==> config.mk <==
export PLATFORM = sky130hd
export DESIGN_NAME = bcsm_charger
export DESIGN_NICKNAME = d
export VERILOG_FILES = /design/src/rtl/bcsm_pkg.sv /design/src/rtl/bcsm_charger.sv
export VERILOG_INCLUDE_DIRS = /design/src /design/src/rtl
export SDC_FILE = /design/constraint.sdc
export NUM_CORES = 1
export LEC_CHECK = 0
export BUFFER_PORTS_ARGS = -buffer_cell sky130_fd_sc_hd__buf_2
export CORE_MARGIN = 2
export CORE_UTILIZATION = 59
export CTS_CLUSTER_SIZE = 25
export DETAILED_ROUTE_END_ITERATION = 12
export GPL_TIMING_DRIVEN = 0
export HOLD_SLACK_MARGIN = 0.1
export MAX_ROUTING_LAYER = met4
export PLACE_DENSITY = 0.89
export REMOVE_ABC_BUFFERS = 1
export SYNTH_ARGS = -nofsm -noshare
export SYNTH_HDL_FRONTEND = slang
export SYNTH_SLANG_ARGS = --single-unit
==> constraint.sdc <==
create_clock -name aclk -period 3.8 [get_ports aclk]
set_clock_uncertainty 0.05 [all_clocks]
set_input_delay 0.57 -clock aclk [delete_from_list [all_inputs] [get_ports aclk]]
set_output_delay 0.57 -clock aclk [all_outputs]
set_load 0.02 [all_outputs]
==> src/rtl/bcsm_consts.svh <==
// Constants for the battery charge state machine: offsets, fields, timing
`ifndef BCSM_CONSTS_SVH
`define BCSM_CONSTS_SVH

// Register byte offsets
`define BCSM_CTRL_OFS 12'h000
`define BCSM_STAT_OFS 12'h004
`define BCSM_CFG_OFS 12'h008

// Control register fields
`define BCSM_CTRL_EN_BIT 0
`define BCSM_CTRL_LFP_BIT 1
`define BCSM_CTRL_SUSP_BIT 2
`define BCSM_CTRL_RST 32'h0000_0001

// Configuration register: thermal foldback step in target code units
`define BCSM_CFG_RST 32'h0000_0004

// Target current codes
`define BCSM_I_ZERO 8'h00
`define BCSM_I_PRE 8'h10
`define BCSM_I_TRK 8'h20
`define BCSM_I_FC 8'hff

// Times in milliseconds and clock rate in kHz
`define BCSM_CLK_KHZ 100000
`define BCSM_T_PQ_MS 30
`define BCSM_T_FC_MS 21600000
`define BCSM_T_TERM_MS 1
`define BCSM_T_TO_MS 30

`define BCSM_RESP_OKAY 2'b00
`define BCSM_RESP_SLVERR 2'b10

`endif

==> src/rtl/bcsm_pkg.sv <==
// Types for the battery charge state machine
package bcsm_pkg;

    typedef enum logic [7:0] {
        BCSM_ST_INIT = 8'b0000_0001,
        BCSM_ST_PRE = 8'b0000_0010,
        BCSM_ST_TRK = 8'b0000_0100,
        BCSM_ST_CC = 8'b0000_1000,
        BCSM_ST_CV = 8'b0001_0000,
        BCSM_ST_TOP = 8'b0010_0000,
        BCSM_ST_DONE = 8'b0100_0000,
        BCSM_ST_FLT = 8'b1000_0000
    } bcsm_state_t;

    // Comparator results from the analog front end
    typedef struct packed {
        logic input_valid;
        logic above_precharge_threshold;
        logic above_trickle_threshold;
        logic above_battery_regulation_voltage;
        logic below_topoff_current;
        logic below_restart;
        logic above_thermal_regulation_threshold;
        logic at_input_current_floor;
        logic below_input_regulation_voltage;
        logic thermal_shutdown;
    } bcsm_cmp_t;

    // Targets to the analog loops
    typedef struct packed {
        logic [7:0] current_target;
        logic voltage_mode;
        logic input_switch_on;
        logic battery_feeds_system;
    } bcsm_tgt_t;

endpackage

==> src/rtl/bcsm_charger.sv <==
// Battery charge sequencing state machine with AXI4-Lite registers
`timescale 1ns/1ps
`include "bcsm_consts.svh"

module bcsm_charger
    import bcsm_pkg::*;
#(
    parameter int unsigned PQ_CYC = `BCSM_T_PQ_MS * `BCSM_CLK_KHZ,
    parameter longint unsigned FC_CYC =
        64'(`BCSM_T_FC_MS) * 64'(`BCSM_CLK_KHZ),
    parameter int unsigned TERM_CYC = `BCSM_T_TERM_MS * `BCSM_CLK_KHZ,
    parameter int unsigned TO_CYC = `BCSM_T_TO_MS * `BCSM_CLK_KHZ
)
(
    input wire logic aclk, // System clock
    input wire logic aresetn, // Synchronous reset, active low
    input wire logic [11:0] s_axi_awaddr, // Write address
    input wire logic s_axi_awvalid, // Write address valid
    output logic s_axi_awready, // Write address ready
    input wire logic [31:0] s_axi_wdata, // Write data
    input wire logic [3:0] s_axi_wstrb, // Write strobes
    input wire logic s_axi_wvalid, // Write data valid
    output logic s_axi_wready, // Write data ready
    output logic [1:0] s_axi_bresp, // Write response
    output logic s_axi_bvalid, // Write response valid
    input wire logic s_axi_bready, // Write response ready
    input wire logic [11:0] s_axi_araddr, // Read address
    input wire logic s_axi_arvalid, // Read address valid
    output logic s_axi_arready, // Read address ready
    output logic [31:0] s_axi_rdata, // Read data
    output logic [1:0] s_axi_rresp, // Read response
    output logic s_axi_rvalid, // Read data valid
    input wire logic s_axi_rready, // Read data ready
    input wire bcsm_cmp_t cmp_in, // Asynchronous comparator levels
    output bcsm_tgt_t tgt_q // Targets for the analog loops
);

    bcsm_cmp_t cmp_m_q;
    bcsm_cmp_t cmp_q;
    bcsm_state_t state_q;
    bcsm_state_t state_d;
    logic [31:0] ctrl_q;
    logic [31:0] cfg_q;
    logic [63:0] phase_cnt_q;
    logic [31:0] term_cnt_q;
    logic input_off_q;
    logic valid_prev_q;
    logic phase_new;
    logic pq_over;
    logic fc_over;
    logic aw_hold_q;
    logic w_hold_q;
    logic [11:0] aw_addr_q;
    logic [31:0] w_data_q;
    logic [3:0] w_strb_q;

    // Two-flop synchroniser for comparator levels
    always_ff @(posedge aclk)
    begin
        if (!aresetn)
        begin
            cmp_m_q <= '0;
            cmp_q <= '0;
        end
        else
        begin
            cmp_m_q <= cmp_in;
            cmp_q <= cmp_m_q;
        end
    end

    function automatic logic [31:0] merge_bytes(input logic [31:0] old,
        input logic [31:0] data, input logic [3:0] strb);
        logic [31:0] res;
        res = old;
        for (int i = 0; i < 4; i++)
        begin
            if (strb[i])
            begin
                res[i*8 +: 8] = data[i*8 +: 8];
            end
        end
        return res;
    endfunction

    // Write channel: address and data may arrive in either order
    assign s_axi_awready = !aw_hold_q && !s_axi_bvalid;
    assign s_axi_wready = !w_hold_q && !s_axi_bvalid;

    always_ff @(posedge aclk)
    begin
        if (!aresetn)
        begin
            aw_hold_q <= 1'b0;
            w_hold_q <= 1'b0;
            aw_addr_q <= 12'h000;
            w_data_q <= 32'h0000_0000;
            w_strb_q <= 4'h0;
            s_axi_bvalid <= 1'b0;
            s_axi_bresp <= `BCSM_RESP_OKAY;
            ctrl_q <= `BCSM_CTRL_RST;
            cfg_q <= `BCSM_CFG_RST;
        end
        else if (aw_hold_q && w_hold_q)
        begin
            aw_hold_q <= 1'b0;
            w_hold_q <= 1'b0;
            s_axi_bvalid <= 1'b1;
            if (aw_addr_q[11:2] == `BCSM_CTRL_OFS / 4)
            begin
                ctrl_q <= merge_bytes(ctrl_q, w_data_q, w_strb_q);
                s_axi_bresp <= `BCSM_RESP_OKAY;
            end
            else if (aw_addr_q[11:2] == `BCSM_CFG_OFS / 4)
            begin
                cfg_q <= merge_bytes(cfg_q, w_data_q, w_strb_q);
                s_axi_bresp <= `BCSM_RESP_OKAY;
            end
            else if (aw_addr_q[11:2] == `BCSM_STAT_OFS / 4)
            begin
                s_axi_bresp <= `BCSM_RESP_OKAY;
            end
            else
            begin
                s_axi_bresp <= `BCSM_RESP_SLVERR;
            end
        end
        else
        begin
            if (s_axi_awvalid && s_axi_awready)
            begin
                aw_hold_q <= 1'b1;
                aw_addr_q <= s_axi_awaddr;
            end
            if (s_axi_wvalid && s_axi_wready)
            begin
                w_hold_q <= 1'b1;
                w_data_q <= s_axi_wdata;
                w_strb_q <= s_axi_wstrb;
            end
            if (s_axi_bvalid && s_axi_bready)
            begin
                s_axi_bvalid <= 1'b0;
            end
        end
    end

    // Read channel: one cycle after the address is taken
    assign s_axi_arready = !s_axi_rvalid;

    always_ff @(posedge aclk)
    begin
        if (!aresetn)
        begin
            s_axi_rvalid <= 1'b0;
            s_axi_rdata <= 32'h0000_0000;
            s_axi_rresp <= `BCSM_RESP_OKAY;
        end
        else if (s_axi_arvalid && s_axi_arready)
        begin
            s_axi_rvalid <= 1'b1;
            s_axi_rresp <= `BCSM_RESP_OKAY;
            if (s_axi_araddr[11:2] == `BCSM_CTRL_OFS / 4)
            begin
                s_axi_rdata <= ctrl_q;
            end
            else if (s_axi_araddr[11:2] == `BCSM_STAT_OFS / 4)
            begin
                s_axi_rdata <= {13'h0000, cmp_q, input_off_q, state_q};
            end
            else if (s_axi_araddr[11:2] == `BCSM_CFG_OFS / 4)
            begin
                s_axi_rdata <= cfg_q;
            end
            else
            begin
                s_axi_rdata <= 32'h0000_0000;
                s_axi_rresp <= `BCSM_RESP_SLVERR;
            end
        end
        else if (s_axi_rvalid && s_axi_rready)
        begin
            s_axi_rvalid <= 1'b0;
        end
    end

    // Input switch latch: off at floor, rearmed by input reinsertion
    always_ff @(posedge aclk)
    begin
        if (!aresetn)
        begin
            input_off_q <= 1'b0;
            valid_prev_q <= 1'b0;
        end
        else
        begin
            valid_prev_q <= cmp_q.input_valid;
            if (cmp_q.at_input_current_floor &&
                cmp_q.below_input_regulation_voltage)
            begin
                input_off_q <= 1'b1;
            end
            else if (cmp_q.input_valid && !valid_prev_q)
            begin
                input_off_q <= 1'b0;
            end
        end
    end

    assign phase_new = (state_d != state_q);
    // Precharge and trickle share one prequalification budget
    assign pq_over = (phase_cnt_q >= 64'(PQ_CYC));
    assign fc_over = (phase_cnt_q >= FC_CYC);

    // Next-state logic
    always_comb
    begin
        state_d = state_q;
        case (state_q)
            BCSM_ST_INIT:
                if (cmp_q.input_valid && !input_off_q)
                    state_d = BCSM_ST_PRE;
            BCSM_ST_PRE:
                if (pq_over)
                    state_d = BCSM_ST_FLT;
                else if (cmp_q.above_precharge_threshold &&
                         ctrl_q[`BCSM_CTRL_LFP_BIT])
                    state_d = BCSM_ST_CC;
                else if (cmp_q.above_precharge_threshold)
                    state_d = BCSM_ST_TRK;
            BCSM_ST_TRK:
                if (pq_over)
                    state_d = BCSM_ST_FLT;
                else if (cmp_q.above_trickle_threshold)
                    state_d = BCSM_ST_CC;
            BCSM_ST_CC:
                if (fc_over)
                    state_d = BCSM_ST_FLT;
                else if (cmp_q.above_battery_regulation_voltage)
                    state_d = BCSM_ST_CV;
            BCSM_ST_CV:
                if (fc_over)
                    state_d = BCSM_ST_FLT;
                else if (term_cnt_q >= TERM_CYC)
                    state_d = BCSM_ST_TOP;
            BCSM_ST_TOP:
                if (cmp_q.below_restart)
                    state_d = BCSM_ST_CC;
                else if (phase_cnt_q >= 64'(TO_CYC))
                    state_d = BCSM_ST_DONE;
            BCSM_ST_DONE:
                if (cmp_q.below_restart)
                    state_d = BCSM_ST_CC;
            BCSM_ST_FLT:
                state_d = BCSM_ST_FLT;
            default:
                state_d = BCSM_ST_INIT;
        endcase
        // Thermal shutdown holds the present state
        if (cmp_q.thermal_shutdown)
            state_d = state_q;
        else if (!cmp_q.input_valid || input_off_q ||
                 ctrl_q[`BCSM_CTRL_SUSP_BIT] || !ctrl_q[`BCSM_CTRL_EN_BIT])
            state_d = BCSM_ST_INIT;
    end

    always_ff @(posedge aclk)
    begin
        if (!aresetn)
        begin
            state_q <= BCSM_ST_INIT;
        end
        else
        begin
            state_q <= state_d;
        end
    end

    // Phase timer restarts on every state change except PRE to TRK and CC to CV; those pairs share it
    always_ff @(posedge aclk)
    begin
        if (!aresetn)
        begin
            phase_cnt_q <= 64'h0;
        end
        else if (state_q == BCSM_ST_INIT)
        begin
            phase_cnt_q <= 64'h0;
        end
        else if (phase_new && !(state_q == BCSM_ST_CC &&
                 state_d == BCSM_ST_CV) && !(state_q == BCSM_ST_PRE &&
                 state_d == BCSM_ST_TRK))
        begin
            phase_cnt_q <= 64'h0;
        end
        else if (!cmp_q.thermal_shutdown)
        begin
            phase_cnt_q <= phase_cnt_q + 64'h1;
        end
    end

    // Termination qualification counter
    always_ff @(posedge aclk)
    begin
        if (!aresetn)
        begin
            term_cnt_q <= 32'h0;
        end
        else if (state_q != BCSM_ST_CV || !cmp_q.below_topoff_current)
        begin
            term_cnt_q <= 32'h0;
        end
        else if (term_cnt_q < TERM_CYC)
        begin
            term_cnt_q <= term_cnt_q + 32'h1;
        end
    end

    // Targets for the analog loops
    always_ff @(posedge aclk)
    begin
        if (!aresetn)
        begin
            tgt_q <= '{`BCSM_I_ZERO, 1'b0, 1'b0, 1'b1};
        end
        else
        begin
            tgt_q.input_switch_on <= !input_off_q && cmp_q.input_valid;
            tgt_q.voltage_mode <= (state_q == BCSM_ST_CV) ||
                (state_q == BCSM_ST_TOP);
            // Analog loop serves system first; this is only a ceiling
            tgt_q.battery_feeds_system <=
                (state_q == BCSM_ST_INIT);
            case (state_q)
                BCSM_ST_PRE:
                begin
                    tgt_q.current_target <= `BCSM_I_PRE;
                end
                BCSM_ST_TRK:
                begin
                    tgt_q.current_target <= `BCSM_I_TRK;
                end
                BCSM_ST_CC, BCSM_ST_CV, BCSM_ST_TOP:
                begin
                    if (cmp_q.above_thermal_regulation_threshold)
                    begin
                        tgt_q.current_target <= `BCSM_I_FC -
                            cfg_q[7:0];
                    end
                    else
                    begin
                        tgt_q.current_target <= `BCSM_I_FC;
                    end
                end
                default:
                begin
                    tgt_q.current_target <= `BCSM_I_ZERO;
                end
            endcase
        end
    end

endmodule

======== Word level (Yosys, flattened, before mapping) ========
Cells that the tools add are included.
W data, S select, Z words.
storage, ports and cells
  register bits ........................... 289
  input port bits ......................... 77
  output and inout bits ................... 52
  word-level logic and storage cells ...... 157
cells by class
  $add $sub $neg .......................... 3
  magnitude comparators ................... 4
  eq/ne operators ......................... 16
  muxes and demuxes ....................... 33
  bitwise operators ....................... 3
  reductions and logical operators ........ 51
operators with widths
  operator                 count
  $mux W8                  16
  $mux W32                 3
  $add A64 B1 Y64 const B  1
  $ge A64 B22 Y1 const B   1
  $ge A64 B41 Y1 const B   1
  $pmux W8 S8              1
  $add A32 B1 Y32 const B  1
  $ge A32 B17 Y1 const B   1
  $lt A32 B17 Y1 const B   1
  $pmux W8 S3              1
  $eq A10 B1 Y1 const B    2
  $eq A10 B2 Y1 const B    2
  $logic_not A10 Y1        2
  $eq A8 B3 Y1 const B     2
  $eq A8 B5 Y1 const B     2
  $logic_and A1 B1 Y1      16
  $reduce_and A4 Y1        4
  $mux W2                  6
  $reduce_and A3 Y1        4
  $logic_not A1 Y1         11
  $eq A8 B1 Y1 const B     1
  $eq A8 B2 Y1 const B     1
  $eq A8 B4 Y1 const B     1
  $eq A8 B6 Y1 const B     1
  12 further kinds         28

======== Logic depth before layout (Yosys ltp) ========
  depth after elaboration ................. 12
  mapped depth ............................ 11
  gate-level depth less buffers ........... 8

======== Worst setup path before layout ========
No wires, ideal clock.
  path type ............................... reg2reg
  start point ............................. register phase_cnt_q[16]
  end point ............................... register phase_cnt_q[11]
  setup time .............................. 0.103 ns
  arrival ................................. 2.638 ns
  data required time ...................... 3.647 ns
  setup slack ............................. 1.009 ns
  stages on the path, launching flop included .. 11
  buffers on the path ..................... 3
  clock period less this slack ............ 2.791 ns
  cell sequence ........................... dfxtp_1 buf_6 or4_1 o21ai_1 a2111oi_1 or3_4 or2_1 o31a_1 buf_6 buf_6 a2111oi_2
between the ends
  longest elaborated chain between the ends .. 12
  elaborated cells on any way between the ends .. 21
  classes of those cells .................. order compare (2); eq/ne (3); mux (9); reduce/logical (7)
ends and longest elaborated chain
  what                          RTL line                                  source
  start, declared               bcsm_charger.sv:44                        logic [63:0] phase_cnt_q;
  start signal, assigned        bcsm_charger.sv:298                       phase_cnt_q <= phase_cnt_q + 64'h1;
  $ge A64 B22 Y1                bcsm_charger.sv:212, bcsm_charger.sv:249
  $mux W8                       bcsm_charger.sv:249                       else if (phase_cnt_q >= 64'(TO_CYC))
  $mux W8                       bcsm_charger.sv:247                       if (cmp_q.below_restart)
  $pmux W8 S8 *                 bcsm_charger.sv:219                       case (state_q)
  $mux W8 *                     bcsm_charger.sv:262                       else if (!cmp_q.input_valid || input_off_q ||
  $mux W8 *                     bcsm_charger.sv:260                       if (cmp_q.thermal_shutdown)
  $eq A8 B5 Y1                  bcsm_charger.sv:291                       state_d == BCSM_ST_CV) && !(state_q == BCSM_ST_PRE &&
  $logic_and A1 B1 Y1           bcsm_charger.sv:290                       else if (phase_new && !(state_q == BCSM_ST_CC &&
  $logic_not A1 Y1              bcsm_charger.sv:290
  $logic_and A1 B1 Y1           bcsm_charger.sv:290
  $logic_and A1 B1 Y1 *         bcsm_charger.sv:291
  $reduce_or A3 Y1 (no line) *  --
Mark *: on every way between the ends. The rest lies on a longest branch, timed or not.
A chain may end at the register's enable or synchronous reset.

======== Final worst setup path ========
  start point ............................. register state_q[5]
  end point ............................... register phase_cnt_q[63]
between the ends
  longest elaborated chain between the ends .. 12
  elaborated cells on any way between the ends .. 34
  classes of those cells .................. eq/ne (11); mux (16); reduce/logical (7)
ends and longest elaborated chain
  what                          RTL line             source
  start, declared               bcsm_charger.sv:40   bcsm_state_t state_q;
  start signal, assigned        bcsm_charger.sv:275  state_q <= state_d;
  $mux W8                       bcsm_charger.sv:229  else if (cmp_q.above_precharge_threshold)
  $mux W8                       bcsm_charger.sv:226  else if (cmp_q.above_precharge_threshold &&
  $mux W8                       bcsm_charger.sv:224  if (pq_over)
  $pmux W8 S8                   bcsm_charger.sv:219
  $mux W8                       bcsm_charger.sv:262
  $mux W8                       bcsm_charger.sv:260
  $eq A8 B5 Y1                  bcsm_charger.sv:291
  $logic_and A1 B1 Y1           bcsm_charger.sv:290
  $logic_not A1 Y1              bcsm_charger.sv:290
  $logic_and A1 B1 Y1           bcsm_charger.sv:290
  $logic_and A1 B1 Y1           bcsm_charger.sv:291
  $reduce_or A3 Y1 (no line) *  --
Marked as above.

==> summary.md <==
| Metric | Value |
|---|---|
| Power Total | 0.00631 W |
| Cell-internal power | 0.00487 W |
| Final Hold Viols | 0 |
| Share of cells above drive strength 1 | 0.140 |
| Run status | finished, final reports clean |
| Die Y | 152 um |
| Pwr Density | 431 nW/um^2 |
| Reg2reg setup slack | 0.36 ns |
| # port buffers | 122 |
| Global route hottest layer | met2 |
| Synth unique cells | 68 |
| M3 GR Usage | 0.0451 |
| Inserted Clock Buffers | 29 |
| Vias in the first global route | 10.7k |
| Congestion Overflow GR | 0 |
| Ys flop type | dfxtp_1 |
| Hpwl dp | 19.9 mm |
| CTS Sinks | 285 |
| Sequential Power Share | 0.491 |
| Core area | 21600 sq um |
| Clock-pin slew on the worst setup and hold paths | 0.06 ns |
| Warning count from the yosys run | 0 |
| Synth Instances | 1466 |
| DR pass1 iterations | 7 |
| Final wirelength | 31.1 mm |
| Worst-Skew Late Latency | 0.56 ns |
| Critical path class | flip-flop to flip-flop |
| WL/cell | 17.0 um |
| Crit Path Max Fanout | 24 |
| Fin cells | 1832 |
| Max Root-Sink Buffers | 3 |
| Final Cell Area | 14700 sq um |
| Post-cts repair resize count | 0 |
| Cells after DPL | 1781 |
| Cell Rows | 54 |
| Die Area | 23000 sq um |
| GR Util All Layers | 0.268 |
| Seq/Total Area, Yosys | 0.443 |
| Number of synthesized register bits | 285 |
| Leakage | 5.57 nW |
| Synthesized area | 12900 sq um |
| Crit end category | flip-flop |
| Ports | 129 |
| Crit path arrival time | 3.76 ns |
| Post-CTS Setup Bufs | 0 |
| Max_slew headroom | 0.0928 |
| Mean Syn Cell Area | 8.79 sq um |
| Hold Path Class | input pin to flip-flop |
| Post-layout util | 0.678 |
| Initial antenna violation count | 0 |
| First-pass GRT wire length | 51.3 mm |
| Vias per cell | 6.04 |
| Slew Viols, Final | 0 |
| Tightest Pin Transition | 1.36 ns |
| Max-cap viol count | 0 |
| Final ANT Viol Nets | 0 |
| Clock power frac | 0.458 |
| Final GP Congestion | 0.928 |
| RSZ-0062 raised after global routing | no |
| Die Width | 152 um |
| Post-DP Area | 13600 sq um |
| Min Hold Slack | 0.158 ns |
| Worst stage delay on the critical path | 0.60 ns |
| FMAX | 291 MHz |
| Largest net degree at the start of global routing | 127 |
| Starting Density | 0.596 |
| # hold bufs at CTS | 0 |
| Crit start category | flip-flop |
| Via count | 11.1k |
| Slowest CP cell | o32ai_4 |
| Crit share post-route | 0.904 |
| Critical path, cell by cell | nor4_1, nand4b_1, or3_1, o31a_1, o21a_1, o32ai_4, buf_16, buf_8, a2111oi_0 |
| Asr flop ratio synth | 0 |
| Diode count | 0 |
| Met2 usage | 0.449 |
| Layout area overhead | 13.7% |
| Post-synth EDFFs | 0 |
| DRT iter0 DRCs | 802 |
| Final #Nets | 1613 |
| CTS tree | built |
| Maximum vdd drop | 0.410 mV |
| CTS Root Cell | clkbuf_16 |
| Switching power | 0.00144 W |
| DRC | 0 |
| Met1 usage | 0.321 |
| Min Tclk post-route | 3.44 ns |
| H-Tree Depth | 1 |
| Final Setup Violations | 0 |
| Sw Share | 0.229 |
| Logic pwr share | 0.051 |
| Worst path required time | 4.13 ns |
metal layers:
metal	vias to the layer above	share of wire
met4	0	0.034
met3	99	0.072
li1	5283	-
met1	5248	0.41
met5	-	0
met2	434	0.48
cell usage after synthesis (14+ instances only):
master | instances | area [sq um]
nand2_1 | 261 | 980
inv_1 | 27 | 101
a21boi_0 | 86 | 646
nor3_1 | 27 | 135
and2_1 | 46 | 288
a211oi_1 | 45 | 338
nor4_1 | 39 | 244
nor2_1 | 65 | 244
nor3b_1 | 18 | 135
nand3_1 | 64 | 320
o21ai_0 | 30 | 150
nand4_1 | 23 | 144
mux2i_1 | 52 | 521
a21oi_1 | 17 | 85.1
xor2_1 | 39 | 342
a22oi_1 | 20 | 150
a221oi_1 | 14 | 123
dfxtp_1 | 285 | 5710
clkbuf_1 | 78 | 293
xnor2_1 | 39 | 342
nor2b_1 | 59 | 369
sequential cells by signal (all words and copies together), names as in the netlist, 11 cells and up:
name / flops
ctrl_q: 32
s_axi_rdata: 32
tgt_q: 11
phase_cnt_q: 64
term_cnt_q: 32
cfg_q: 32
w_data_q: 32
cell type report:
cell class / count / area [sq um]
multi-input cells: 1058 / 6720
clock buffers: 43 / 898
well taps: 280 / 350
clock inverters: 8 / 86.3
inverters: 27 / 101
flip-flops and latches: 285 / 5710
fillers: 1567 / 6960
repair buffers: 131 / 792
path summary, 6_finish.rpt:
kind         cells past startpoint                           end             startpoint
max                              9  phase_cnt_q[63]$_SDFFE_PP0N_  state_q[5]$_SDFF_PN0_
min                              2         cmp_m_q[1]$_SDFF_PN0_              cmp_in[1]
max reg2reg                      9  phase_cnt_q[63]$_SDFFE_PP0N_  state_q[5]$_SDFF_PN0_
min reg2reg                      1           cmp_q[2]$_SDFF_PN0_  cmp_m_q[2]$_SDFF_PN0_
worst max-delay path: cells and delay by family (launching register included):
| kind | cells | cell delay, ns |
|---|---|---|
| buf+inv | 2 | 0.41 |
| compound gates | 4 | 1.02 |
| simple gates | 3 | 1.31 |
| flops | 1 | 0.45 |
logic make-up after synthesis:
family                   after synthesis  synth area share
multiplexers                          53            0.0412
AO/OA/AOI/OAI                        263             0.161
adder cells (fa/ha/maj)                4           0.00388
flip-flops                           285             0.443
XOR/XNOR                              78            0.0530
AND/OR/NAND/NOR                      658             0.258
other                                  1          0.000291
buffers and inverters                124            0.0404
power by group through the flow:
stage / Combinational (W) / Clock (W) / Sequential (W)
floorplan: 0.000159 / 0 / 0.00317
global placement: 0.000303 / 0 / 0.00316
detailed placement: 0.000318 / 0 / 0.00317
CTS: 0.000320 / 0.00290 / 0.00310
global route: 0.000350 / 0.00304 / 0.00311
finish: 0.000321 / 0.00289 / 0.00310
through the flow:
step / setup slack (ns) / TNS, ns
2_1_floorplan: -0.420 / -18.36
3_3_place_gp: -1.63 / -139.13
3_5_place_dp: 0.110 / 0
4_1_cts: 0.269 / 0
5_1_grt: 0.0522 / 0
6_report: 0.364 / 0
cell usage in the layout (no fill, tap or decap), drive strengths merged, types with 3 or more instances in the layout:
| cell type | count |
|---|---|
| xnor2 | 39 |
| nand2b | 3 |
| nor2b | 59 |
| or3 | 5 |
| a31oi | 7 |
| and2 | 46 |
| nand4b | 9 |
| clkinv | 5 |
| dfxtp | 285 |
| o21ai | 32 |
| nor3 | 27 |
| clkbuf | 43 |
| a2111oi | 20 |
| nand2 | 261 |
| mux2i | 52 |
| nand4 | 23 |
| or2 | 4 |
| a21boi | 86 |
| a21oi | 17 |
| inv | 28 |
| a211oi | 45 |
| nor4b | 3 |
| and3 | 13 |
| nor2 | 65 |
| nor3b | 18 |
| ha | 4 |
| or4 | 4 |
| nor4 | 42 |
| buf | 131 |
| and4 | 7 |
| a22oi | 21 |
| nand3 | 64 |
| xor2 | 39 |
| a221oi | 14 |
Note: power is estimated with default switching activity, not from simulation.
